$ cat src/pvp_defs.vh
// Purpose: shared constants of the parallel video port
// Assumes: included by every file of the port
// Notes:   definitions only
`ifndef PVP_DEFS_VH
`define PVP_DEFS_VH

// general-purpose submodes and the video mode
`define PVP_MODE_IN       2'h0
`define PVP_MODE_CAPTURE  2'h1
`define PVP_MODE_OUT      2'h2
`define PVP_MODE_ITU      2'h3

// video submodes
`define PVP_ITU_ACTIVE    2'h0
`define PVP_ITU_VBI       2'h1
`define PVP_ITU_FIELD     2'h2

// data width codes and masks
`define PVP_WIDTH_8       3'h0
`define PVP_WIDTH_BASE    5'h09
`define PVP_MASK_8        16'h00FF
`define PVP_MASK_10       16'h03FF

// embedded preamble words
`define PVP_PRE_ONES_8    10'h0FF
`define PVP_PRE_ONES_10   10'h3FF
`define PVP_PRE_ZERO      10'h000

// bits of the status word after a preamble
`define PVP_XY_F          6
`define PVP_XY_V          5
`define PVP_XY_H          4

// sizes
`define PVP_DATA_W        16
`define PVP_FIFO_DEPTH    8
`define PVP_FIFO_AW       3
`define PVP_FS_COUNT      3

`endif

$ cat src/pvp_port.v
// Purpose: parallel data and video port between memory streams and external pins
// Assumes: port sample clock well below clk_i/4; config changed only while disabled
// Notes:   all pin traffic happens on rising edges of the sampled port clock
`timescale 1ns/1ns
`include "pvp_defs.vh"

module pvp_port #(
	parameter DW    = `PVP_DATA_W,
	parameter DEPTH = `PVP_FIFO_DEPTH,
	parameter AW    = `PVP_FIFO_AW
) (
	// clock and reset
	input  wire          clk_i,
	input  wire          reset_n_i,
	// configuration
	input  wire          enable_i,
	input  wire [1:0]    port_mode_i,
	input  wire [1:0]    video_submode_i,
	input  wire          video_ten_bit_i,
	input  wire [2:0]    data_width_i,
	input  wire [1:0]    out_sync_count_i,
	input  wire [15:0]   sync_to_data_delay_i,
	input  wire [15:0]   transfer_sample_count_i,
	input  wire [15:0]   frame_line_count_i,
	// external pins
	input  wire          port_sample_clock_i,
	input  wire [DW-1:0] port_data_i,
	output wire [DW-1:0] port_data_o,
	output wire          port_data_oe_o,
	input  wire [2:0]    frame_sync_i,
	output wire [2:0]    frame_sync_o,
	output wire [2:0]    frame_sync_oe_o,
	// received stream
	output wire [DW-1:0] rx_data_o,
	output wire          rx_valid_o,
	input  wire          rx_ready_i,
	// transmitted stream
	input  wire [DW-1:0] tx_data_i,
	input  wire          tx_valid_i,
	output wire          tx_ready_o,
	// status
	output wire          busy_o,
	output wire          video_locked_o,
	output wire          frame_done_o,
	output wire          overrun_o,
	output wire          underrun_o
);

	localparam [3:0] ST_IDLE  = 4'b0001;
	localparam [3:0] ST_ARM   = 4'b0010;
	localparam [3:0] ST_DELAY = 4'b0100;
	localparam [3:0] ST_XFER  = 4'b1000;

	function [DW-1:0] width_mask;
		input [2:0] sel;
		begin
			if (sel == `PVP_WIDTH_8) begin
				width_mask = `PVP_MASK_8;
			end else begin
				width_mask = ({DW{1'b1}} >> (DW - (`PVP_WIDTH_BASE + sel)));
			end
		end
	endfunction

	////////////////////////////////////////////////////////////////////////
	// pin synchronisers; first stages feed only the second stages
	reg          pclk_s1_q;
	reg          pclk_s2_q;
	reg          pclk_s3_q;
	reg [2:0]    fs_s1_q;
	reg [2:0]    fs_s2_q;
	reg          fs1_prev_q;
	reg [DW-1:0] dat_s1_q;
	reg [DW-1:0] dat_s2_q;
	wire         tick;

	always @(posedge clk_i or negedge reset_n_i) begin
		if (!reset_n_i) begin
			pclk_s1_q <= 1'b0;
			pclk_s2_q <= 1'b0;
			pclk_s3_q <= 1'b0;
			fs_s1_q   <= 3'h0;
			fs_s2_q   <= 3'h0;
			dat_s1_q  <= {DW{1'b0}};
			dat_s2_q  <= {DW{1'b0}};
		end else begin
			pclk_s1_q <= port_sample_clock_i;
			pclk_s2_q <= pclk_s1_q;
			pclk_s3_q <= pclk_s2_q;
			fs_s1_q   <= frame_sync_i;
			fs_s2_q   <= fs_s1_q;
			dat_s1_q  <= port_data_i;
			dat_s2_q  <= dat_s1_q;
		end
	end

	assign tick = pclk_s2_q & ~pclk_s3_q;

	////////////////////////////////////////////////////////////////////////
	// general-purpose sequencer
	reg  [3:0]    state_q;
	reg  [15:0]   cnt_q;
	reg  [15:0]   line_q;
	reg  [2:0]    fs_out_q;
	reg  [DW-1:0] dout_q;
	reg           gp_we_q;
	reg  [DW-1:0] gp_wd_q;
	reg           gp_done_q;
	reg           underrun_q;
	wire          is_in;
	wire          is_out;
	wire          gp_mode;
	wire [15:0]   cnt_inc;
	wire [15:0]   line_inc;
	wire          fs1_rise;
	wire [DW-1:0] mask;

	assign is_in    = (port_mode_i == `PVP_MODE_IN);
	assign is_out   = (port_mode_i == `PVP_MODE_OUT);
	assign gp_mode  = (port_mode_i != `PVP_MODE_ITU);
	assign cnt_inc  = cnt_q + 16'h0001;
	assign line_inc = line_q + 16'h0001;
	assign fs1_rise = fs_s2_q[0] & ~fs1_prev_q;
	assign mask     = width_mask(data_width_i);
	assign tx_ready_o = tick & is_out & (state_q == ST_XFER);

	always @(posedge clk_i or negedge reset_n_i) begin
		if (!reset_n_i) begin
			state_q    <= ST_IDLE;
			cnt_q      <= 16'h0000;
			line_q     <= 16'h0000;
			fs_out_q   <= 3'h0;
			dout_q     <= {DW{1'b0}};
			gp_we_q    <= 1'b0;
			gp_wd_q    <= {DW{1'b0}};
			gp_done_q  <= 1'b0;
			underrun_q <= 1'b0;
			fs1_prev_q <= 1'b0;
		end else begin
			gp_we_q   <= 1'b0;
			gp_done_q <= 1'b0;
			if (tick) begin
				fs1_prev_q <= fs_s2_q[0];
			end
			if (!enable_i || !gp_mode) begin
				state_q    <= ST_IDLE;
				fs_out_q   <= 3'h0;
				underrun_q <= 1'b0;
			end else begin
				case (state_q)
				ST_IDLE: begin
					state_q <= ST_ARM;
					cnt_q   <= 16'h0000;
					line_q  <= 16'h0000;
				end
				ST_ARM: begin
					if (tick && (!is_in || fs1_rise)) begin
						cnt_q <= 16'h0000;
						state_q <= (sync_to_data_delay_i == 16'h0000) ? ST_XFER : ST_DELAY;
						if (!is_in) begin
							fs_out_q[0] <= 1'b1;
							fs_out_q[1] <= (line_q == 16'h0000);
							fs_out_q[2] <= is_out & (sync_to_data_delay_i == 16'h0000);
						end
					end
				end
				ST_DELAY: begin
					if (tick) begin
						fs_out_q[1:0] <= 2'h0;
						cnt_q <= cnt_inc;
						if (cnt_inc == sync_to_data_delay_i) begin
							cnt_q       <= 16'h0000;
							state_q     <= ST_XFER;
							fs_out_q[2] <= is_out;
						end
					end
				end
				ST_XFER: begin
					if (tick) begin
						fs_out_q[1:0] <= 2'h0;
						cnt_q <= cnt_inc;
						if (is_out) begin
							if (tx_valid_i) begin
								dout_q <= tx_data_i & mask;
							end else begin
								underrun_q <= 1'b1;
							end
						end else begin
							gp_we_q <= 1'b1;
							gp_wd_q <= dat_s2_q & mask;
						end
						if (cnt_inc == transfer_sample_count_i) begin
							cnt_q       <= 16'h0000;
							state_q     <= ST_ARM;
							fs_out_q[2] <= 1'b0;
							if (is_in || line_inc == frame_line_count_i) begin
								line_q    <= 16'h0000;
								gp_done_q <= 1'b1;
							end else begin
								line_q <= line_inc;
							end
						end
					end
				end
				default: state_q <= ST_IDLE;
				endcase
			end
		end
	end

	// drivers follow the submode; input submode drives nothing
	assign port_data_o     = dout_q;
	assign port_data_oe_o  = enable_i & is_out;
	assign frame_sync_o    = fs_out_q;
	assign frame_sync_oe_o = (enable_i && port_mode_i == `PVP_MODE_CAPTURE) ? 3'b011 :
		(enable_i && is_out) ? ((3'b111 >> (2'h3 - out_sync_count_i)) & 3'b111) : 3'h0;

	////////////////////////////////////////////////////////////////////////
	// video decoder: three-deep delay line lets a preamble be struck after the fact
	reg  [9:0] p0_q;
	reg  [9:0] p1_q;
	reg  [9:0] p2_q;
	reg  [2:0] keep_q;
	reg        lock_q;
	reg        field_q;
	reg        vblank_q;
	reg        active_q;
	reg [15:0] vlines_q;
	reg        v_we_q;
	reg  [9:0] v_wd_q;
	reg        v_done_q;
	wire [9:0] smp;
	wire [9:0] ones;
	wire [7:0] xy;
	wire       det;
	wire       new_lock;
	wire       filt;
	wire       win;
	wire       keep_now;
	wire       sub_field;
	wire       itu_run;

	assign itu_run   = enable_i & (port_mode_i == `PVP_MODE_ITU);
	assign smp       = video_ten_bit_i ? dat_s2_q[9:0] : {2'b00, dat_s2_q[7:0]};
	assign ones      = video_ten_bit_i ? `PVP_PRE_ONES_10 : `PVP_PRE_ONES_8;
	assign xy        = video_ten_bit_i ? smp[9:2] : smp[7:0];
	assign det       = (p2_q == ones) && (p1_q == `PVP_PRE_ZERO) && (p0_q == `PVP_PRE_ZERO);
	assign sub_field = (video_submode_i == `PVP_ITU_FIELD);
	assign new_lock  = det & field_q & ~xy[`PVP_XY_F] & ~lock_q;
	assign filt      = det & ~sub_field;
	assign win       = sub_field ? 1'b1 :
		(video_submode_i == `PVP_ITU_VBI) ? vblank_q : active_q;
	assign keep_now  = det ? (sub_field & (lock_q | new_lock)) : (lock_q & win);

	always @(posedge clk_i or negedge reset_n_i) begin
		if (!reset_n_i) begin
			p0_q     <= `PVP_PRE_ZERO;
			p1_q     <= `PVP_PRE_ZERO;
			p2_q     <= `PVP_PRE_ZERO;
			keep_q   <= 3'h0;
			lock_q   <= 1'b0;
			field_q  <= 1'b0;
			vblank_q <= 1'b0;
			active_q <= 1'b0;
			vlines_q <= 16'h0000;
			v_we_q   <= 1'b0;
			v_wd_q   <= `PVP_PRE_ZERO;
			v_done_q <= 1'b0;
		end else begin
			v_we_q   <= 1'b0;
			v_done_q <= 1'b0;
			if (!itu_run) begin
				keep_q   <= 3'h0;
				lock_q   <= 1'b0;
				field_q  <= 1'b0;
				active_q <= 1'b0;
				vblank_q <= 1'b0;
			end else if (tick) begin
				v_we_q <= keep_q[2] & ~filt;
				v_wd_q <= p2_q;
				p2_q   <= p1_q;
				p1_q   <= p0_q;
				p0_q   <= smp;
				keep_q <= {keep_q[1:0], keep_now} & {3{~filt}};
				if (det) begin
					field_q  <= xy[`PVP_XY_F];
					vblank_q <= xy[`PVP_XY_V];
					// opens only on a start code outside vertical blanking
					active_q <= ~xy[`PVP_XY_H] & ~xy[`PVP_XY_V];
					if (new_lock) begin
						lock_q   <= 1'b1;
						vlines_q <= 16'h0000;
						active_q <= 1'b0;
					end
					if (lock_q && video_submode_i == `PVP_ITU_ACTIVE && active_q && xy[`PVP_XY_H]) begin
						vlines_q <= vlines_q + 16'h0001;
						if (vlines_q + 16'h0001 == transfer_sample_count_i) begin
							lock_q   <= 1'b0;
							v_done_q <= 1'b1;
						end
					end
				end
			end
		end
	end

	////////////////////////////////////////////////////////////////////////
	// received words queue; a full queue loses the word and flags it
	reg           overrun_q;
	wire          fifo_ready;
	wire          wr_valid;
	wire [DW-1:0] wr_data;

	assign wr_valid = gp_we_q | v_we_q;
	assign wr_data  = gp_we_q ? gp_wd_q : {{(DW-10){1'b0}}, v_wd_q};

	always @(posedge clk_i or negedge reset_n_i) begin
		if (!reset_n_i) begin
			overrun_q <= 1'b0;
		end else if (wr_valid && !fifo_ready) begin
			overrun_q <= 1'b1;
		end else if (!enable_i) begin
			overrun_q <= 1'b0;
		end
	end

	pvp_fifo #(
		.WIDTH (DW),
		.DEPTH (DEPTH),
		.AW    (AW)
	) u_fifo (
		.clk_i       (clk_i),
		.reset_n_i   (reset_n_i),
		.in_data_i   (wr_data),
		.in_valid_i  (wr_valid),
		.in_ready_o  (fifo_ready),
		.out_data_o  (rx_data_o),
		.out_valid_o (rx_valid_o),
		.out_ready_i (rx_ready_i)
	);

	assign busy_o         = (state_q != ST_IDLE) | lock_q;
	assign video_locked_o = lock_q;
	assign frame_done_o   = gp_done_q | v_done_q;
	assign overrun_o      = overrun_q;
	assign underrun_o     = underrun_q;

endmodule

$ cat src/pvp_fifo.v
// Purpose: small synchronous fifo in the received data path
// Assumes: one clock, writer and reader both on clk_i
// Notes:   full and empty are exact; no write while full, no read while empty
`timescale 1ns/1ns
`include "pvp_defs.vh"

module pvp_fifo #(
	parameter WIDTH = `PVP_DATA_W,
	parameter DEPTH = `PVP_FIFO_DEPTH,
	parameter AW    = `PVP_FIFO_AW
) (
	// clock and reset
	input  wire             clk_i,
	input  wire             reset_n_i,
	// filling side
	input  wire [WIDTH-1:0] in_data_i,
	input  wire             in_valid_i,
	output wire             in_ready_o,
	// draining side
	output wire [WIDTH-1:0] out_data_o,
	output wire             out_valid_o,
	input  wire             out_ready_i
);

	reg [WIDTH-1:0] mem_q [0:DEPTH-1];
	reg [AW-1:0]    wr_ptr_q;
	reg [AW-1:0]    rd_ptr_q;
	reg [AW:0]      level_q;
	wire            push;
	wire            pop;

	assign in_ready_o  = (level_q != DEPTH[AW:0]);
	assign out_valid_o = (level_q != {(AW+1){1'b0}});
	assign out_data_o  = mem_q[rd_ptr_q];
	assign push        = in_valid_i & in_ready_o;
	assign pop         = out_valid_o & out_ready_i;

	////////////////////////////////////////////////////////////////////////
	always @(posedge clk_i) begin
		if (push) begin
			mem_q[wr_ptr_q] <= in_data_i;
		end
	end

	// pointers wrap by depth so a depth that is not a power of two still works
	always @(posedge clk_i or negedge reset_n_i) begin
		if (!reset_n_i) begin
			wr_ptr_q <= {AW{1'b0}};
			rd_ptr_q <= {AW{1'b0}};
			level_q  <= {(AW+1){1'b0}};
		end else begin
			if (push) begin
				wr_ptr_q <= (wr_ptr_q == DEPTH[AW-1:0] - 1'b1) ? {AW{1'b0}} : wr_ptr_q + 1'b1;
			end
			if (pop) begin
				rd_ptr_q <= (rd_ptr_q == DEPTH[AW-1:0] - 1'b1) ? {AW{1'b0}} : rd_ptr_q + 1'b1;
			end
			if (push && !pop) begin
				level_q <= level_q + 1'b1;
			end else if (pop && !push) begin
				level_q <= level_q - 1'b1;
			end
		end
	end

endmodule

$ cat config.mk
export PLATFORM = sky130hd
export DESIGN_NAME = pvp_port
export DESIGN_NICKNAME = d
export VERILOG_FILES = /design/src/pvp_port.v /design/src/pvp_fifo.v
export VERILOG_INCLUDE_DIRS = /design/src
export SDC_FILE = /design/constraint.sdc
export NUM_CORES = 1
export LEC_CHECK = 0
export ABC_AREA = 1
export BUFFER_PORTS_ARGS = -buffer_cell sky130_fd_sc_hd__buf_2
export CORE_AREA = 3 3 242 267
export CTS_CLUSTER_DIAMETER = 100
export DETAILED_ROUTE_END_ITERATION = 8
export DIE_AREA = 0 0 245 270
export GPL_ROUTABILITY_DRIVEN = 0
export PLACE_DENSITY = 0.44
export SETUP_SLACK_MARGIN = 0.3
export SLEW_MARGIN = 20
export SYNTH_ARGS = -nofsm -noshare
export SYNTH_HDL_FRONTEND = slang
export SYNTH_HIERARCHICAL = 1
export SYNTH_SLANG_ARGS = --single-unit
$ cat constraint.sdc
create_clock -name clk_i -period 2.5 [get_ports clk_i]
set_input_delay 0 -clock clk_i [delete_from_list [all_inputs] [get_ports clk_i]]
set_output_delay 0 -clock clk_i [all_outputs]
set_load 0.05 [all_outputs]
==> impl_metrics.yaml <==
route:
  viasPerCell: 4.31
  drtAntennaViolNets: 0
  drc: 0
  vias: 12800
  dr.first_iter.drc_count: 628
  routedWlPerCell_um: 14.9
  dr.pass1.iters: 6
  wl_um: 44200
worst_setup_path:
  ff2ff_setup_slack_ns: 0.22
  crit_required_ns: 2.94
  critPathArrivalTime_ns: 2.72
  end_kind: "flop"
  cp_max_fo: 8
  startpoint_type: "flop"
  path_class: "reg -> reg"
clocking:
  clockBufferDepth: 3
  cts_max_level: 2
  clock-sinks: 316
  numCtsBuffers: 38
  clock-root-buffer: "clkbuf_16"
  cts_tree: "yes"
  insertion_delay_ns: 0.56
  clkSlewWorstSetupHoldPaths_ns: 0.06
layout:
  design_area_um2: 20400
  fin_cells: 2963
  drive_above_1_share_pct: 23.4
  syn2layout_area_growth_pct: 32.1
  num-nets-final: 2210
synthesis:
  synthArstFlopShare_pct: 59.5
  ys_seq_area_share_pct: 55.3
  muxShareOfSynthArea_pct: 0.582
  synth_nets: 1925
  synth_edf_count: 128
  synth_compound_area_share_pct: 7.54
  synth_area_leaders: "dfrtp_1, edfxtp_1, nand2_1"
  synth_adder_area_share_pct: 1.02
  yosys.area_share.simple_pct: 27.2
  synth_area_um2: 15500
  yosysUniqueCellTypes: 52
  synth_most_common_cell: "nand2_1"
  synth_xor_area_share_pct: 1.84
  synth_top_family_by_area: "simple AND/OR/NAND/NOR gates"
  yosysWarnings: 6
  post-synth-top-area-cell: "dfrtp_1"
  avgSynthCellArea_um2: 8.53
  synth_ff_type: "dfrtp_1"
  synth_commonest_cells: "nand2_1, nor2_1, dfrtp_1"
  yosysTopAreaCellShare_pct: 30.2
  ys_seq_elements: 316
  syn_inst: 1814
power_and_ir_drop:
  power_mw: 15.6
  p_leak_nw: 9.08
  irDropWorstVdd_uv: 526
  p_per_area_nw_per_um2: 763
grt:
  track_usage_pct: 13.1
  grt_pass1_vias: 12700
  overflow: 0
  grt_max_degree: 73
  grt_pass1_wl_um: 69200
  antenna_found_initial: 2
placed_design:
  placedCellCount: 2799
  placed_area_um2: 17500
  dp_hpwl_um: 28800
  numPortBuffers: 142
die:
  rows: 96
  initial_core_util_pct: 24.8
  fp.dieH_um: 270
  die_area_um2: 66200
  coreArea_um2: 62300
  io_pins: 145
  fp.dieW_um: 245
timing:
  hold_viol_final: 0
  skew_ns: 0.0278
  setup_violations: 0
  fin_crit_ns: 2.28
  drv_slew: 0
  tightestPinTransition_ns: 0.930
  rsz0062_at_grt: "yes"
  tns_ns: 0
  whs_ns: 0.0171
  relSlewSlack_pct: 37.4
  fmax_ghz: 0.438
  final.period_utilization_pct: 91.3
outcome:
  outcome: "finished clean"
hold_path:
  holdCritPathClass: "in -> async"
flow_run:
  cap_violations: 0
through the flow:
stage                     setup WS [ns]  utilization, %
after floorplan                   0.273               -
after global placement           0.0558            28.1
after detailed placement         0.0445            28.1
after CTS                         0.219            31.7
after global routing             0.0665            32.8
final                             0.218            32.8
final timing paths:
path                                          from         end  depth (start not counted)
setup / recovery                          cnt_q[0]   cnt_q[10]                         16
hold / removal                           reset_n_i  line_q[10]                          2
setup reg to reg                          cnt_q[0]   cnt_q[10]                         16
hold reg to reg                          pclk_s1_q   pclk_s2_q                          0
max in group asynchronous                reset_n_i  state_q[0]                          3
min in group clk_i         sync_to_data_delay_i[9]  state_q[3]                          6
worst max-delay path, stage by stage, from the launching register on:
cell and delay [ns]:
dfrtp_1 0.41, buf_6 0.14, inv_2 0.06, nor2_8 0.15
buf_4 0.13, nand4_1 0.13, nand2_2 0.14, inv_2 0.05
a21oi_1 0.12, nand2_1 0.10, nor2_4 0.15, nand3_4 0.14
nand2_4 0.09, nand2_4 0.07, clkbuf_16 0.18, nand3_2 0.06
nand2_1 0.05
cell type report:
cell class              instances  area [um^2]
diodes                          2         5.00
clock buffers                  44          993
clock inverters                25          236
fillers                      6426        41900
inverters                     188          728
multi-input cells            1262         6630
flip-flops and latches        316         8560
well taps                     833         1040
repair buffers                292         2220
repair inverters                1         8.76
flip-flops by register name, summed over array words and instances, names as in the netlist, 16 cells and up:
name          flops
cnt_q            16
u_fifo/mem_q    128
dat_s2_q         16
port_data_o      16
line_q           16
gp_wd_q          16
dat_s1_q         16
vlines_q         16
cell families (layout without fill, tap and decap cells):
logic type	after synthesis	count (layout)
buffers and inverters	240	550
muxes	8	8
xor gates and xnor gates	31	31
DFF	316	316
AOI/OAI and AO/OA	217	217
adders and majority gates	12	12
and+or+nand+nor	990	994
other	0	2
timing repair:
| action | CTS | global route |
|---|---|---|
| gates cloned | 4 | 4 |
| hold endpoints to repair | 177 | 0 |
| endpoints found under the setup margin | 82 | 85 |
| hold buffers | 67 | 0 |
| setup buffers | 9 | 9 |
| pin swaps | 20 | 49 |
| resized for setup | 53 | 160 |
layout by cell type, fill, tap and decap left out, types with 8 or more instances in the layout:
| cell type | Yosys | layout |
|---|---|---|
| nand2_1 | 547 | 505 |
| nor2_1 | 204 | 183 |
| dfrtp_1 | 187 | 175 |
| inv_1 | 177 | 174 |
| buf_2 | 14 | 135 |
| edfxtp_1 | 128 | 128 |
| nand3_1 | 140 | 103 |
| o21ai_0 | 114 | 100 |
| dlygate4sd3_1 | 0 | 67 |
| buf_4 | 1 | 66 |
| o21ai_1 | 62 | 65 |
| nand2_2 | 12 | 44 |
| clkbuf_16 | 0 | 41 |
| nand4_1 | 34 | 34 |
| nand3_2 | 2 | 33 |
| xor2_1 | 22 | 20 |
| o21ai_2 | 8 | 18 |
| nor2_2 | 5 | 18 |
| nor2_4 | 4 | 12 |
| a21oi_1 | 15 | 12 |
| dfrtp_2 | 0 | 12 |
| nor3_1 | 13 | 10 |
| nand2_4 | 2 | 10 |
| clkinv_2 | 0 | 9 |
| or2_2 | 9 | 8 |
| inv_2 | 8 | 8 |
| mux2_2 | 8 | 8 |
| ha_1 | 11 | 8 |
layer usage:
metal / global-route usage [%] / up-vias / routed length, um
met1: 16.9 / 5993 / 20000
met3: 2.63 / 50 / 1960
met2: 22.4 / 226 / 21500
li1: - / 6488 / -
met5: 0 / - / 0
met4: 3.03 / 0 / 784
where the power goes:
| group | total (mW) | internal, mW | switching (mW) | leakage (nW) |
|---|---|---|---|---|
| Sequential | 5.96 | 5.76 | 0.202 | 3.66 |
| Combinational | 4.22 | 1.30 | 2.92 | 4.82 |
| Clock | 5.42 | 3.10 | 2.32 | 0.601 |
No activity file was read; power rests on OpenSTA's default activity.
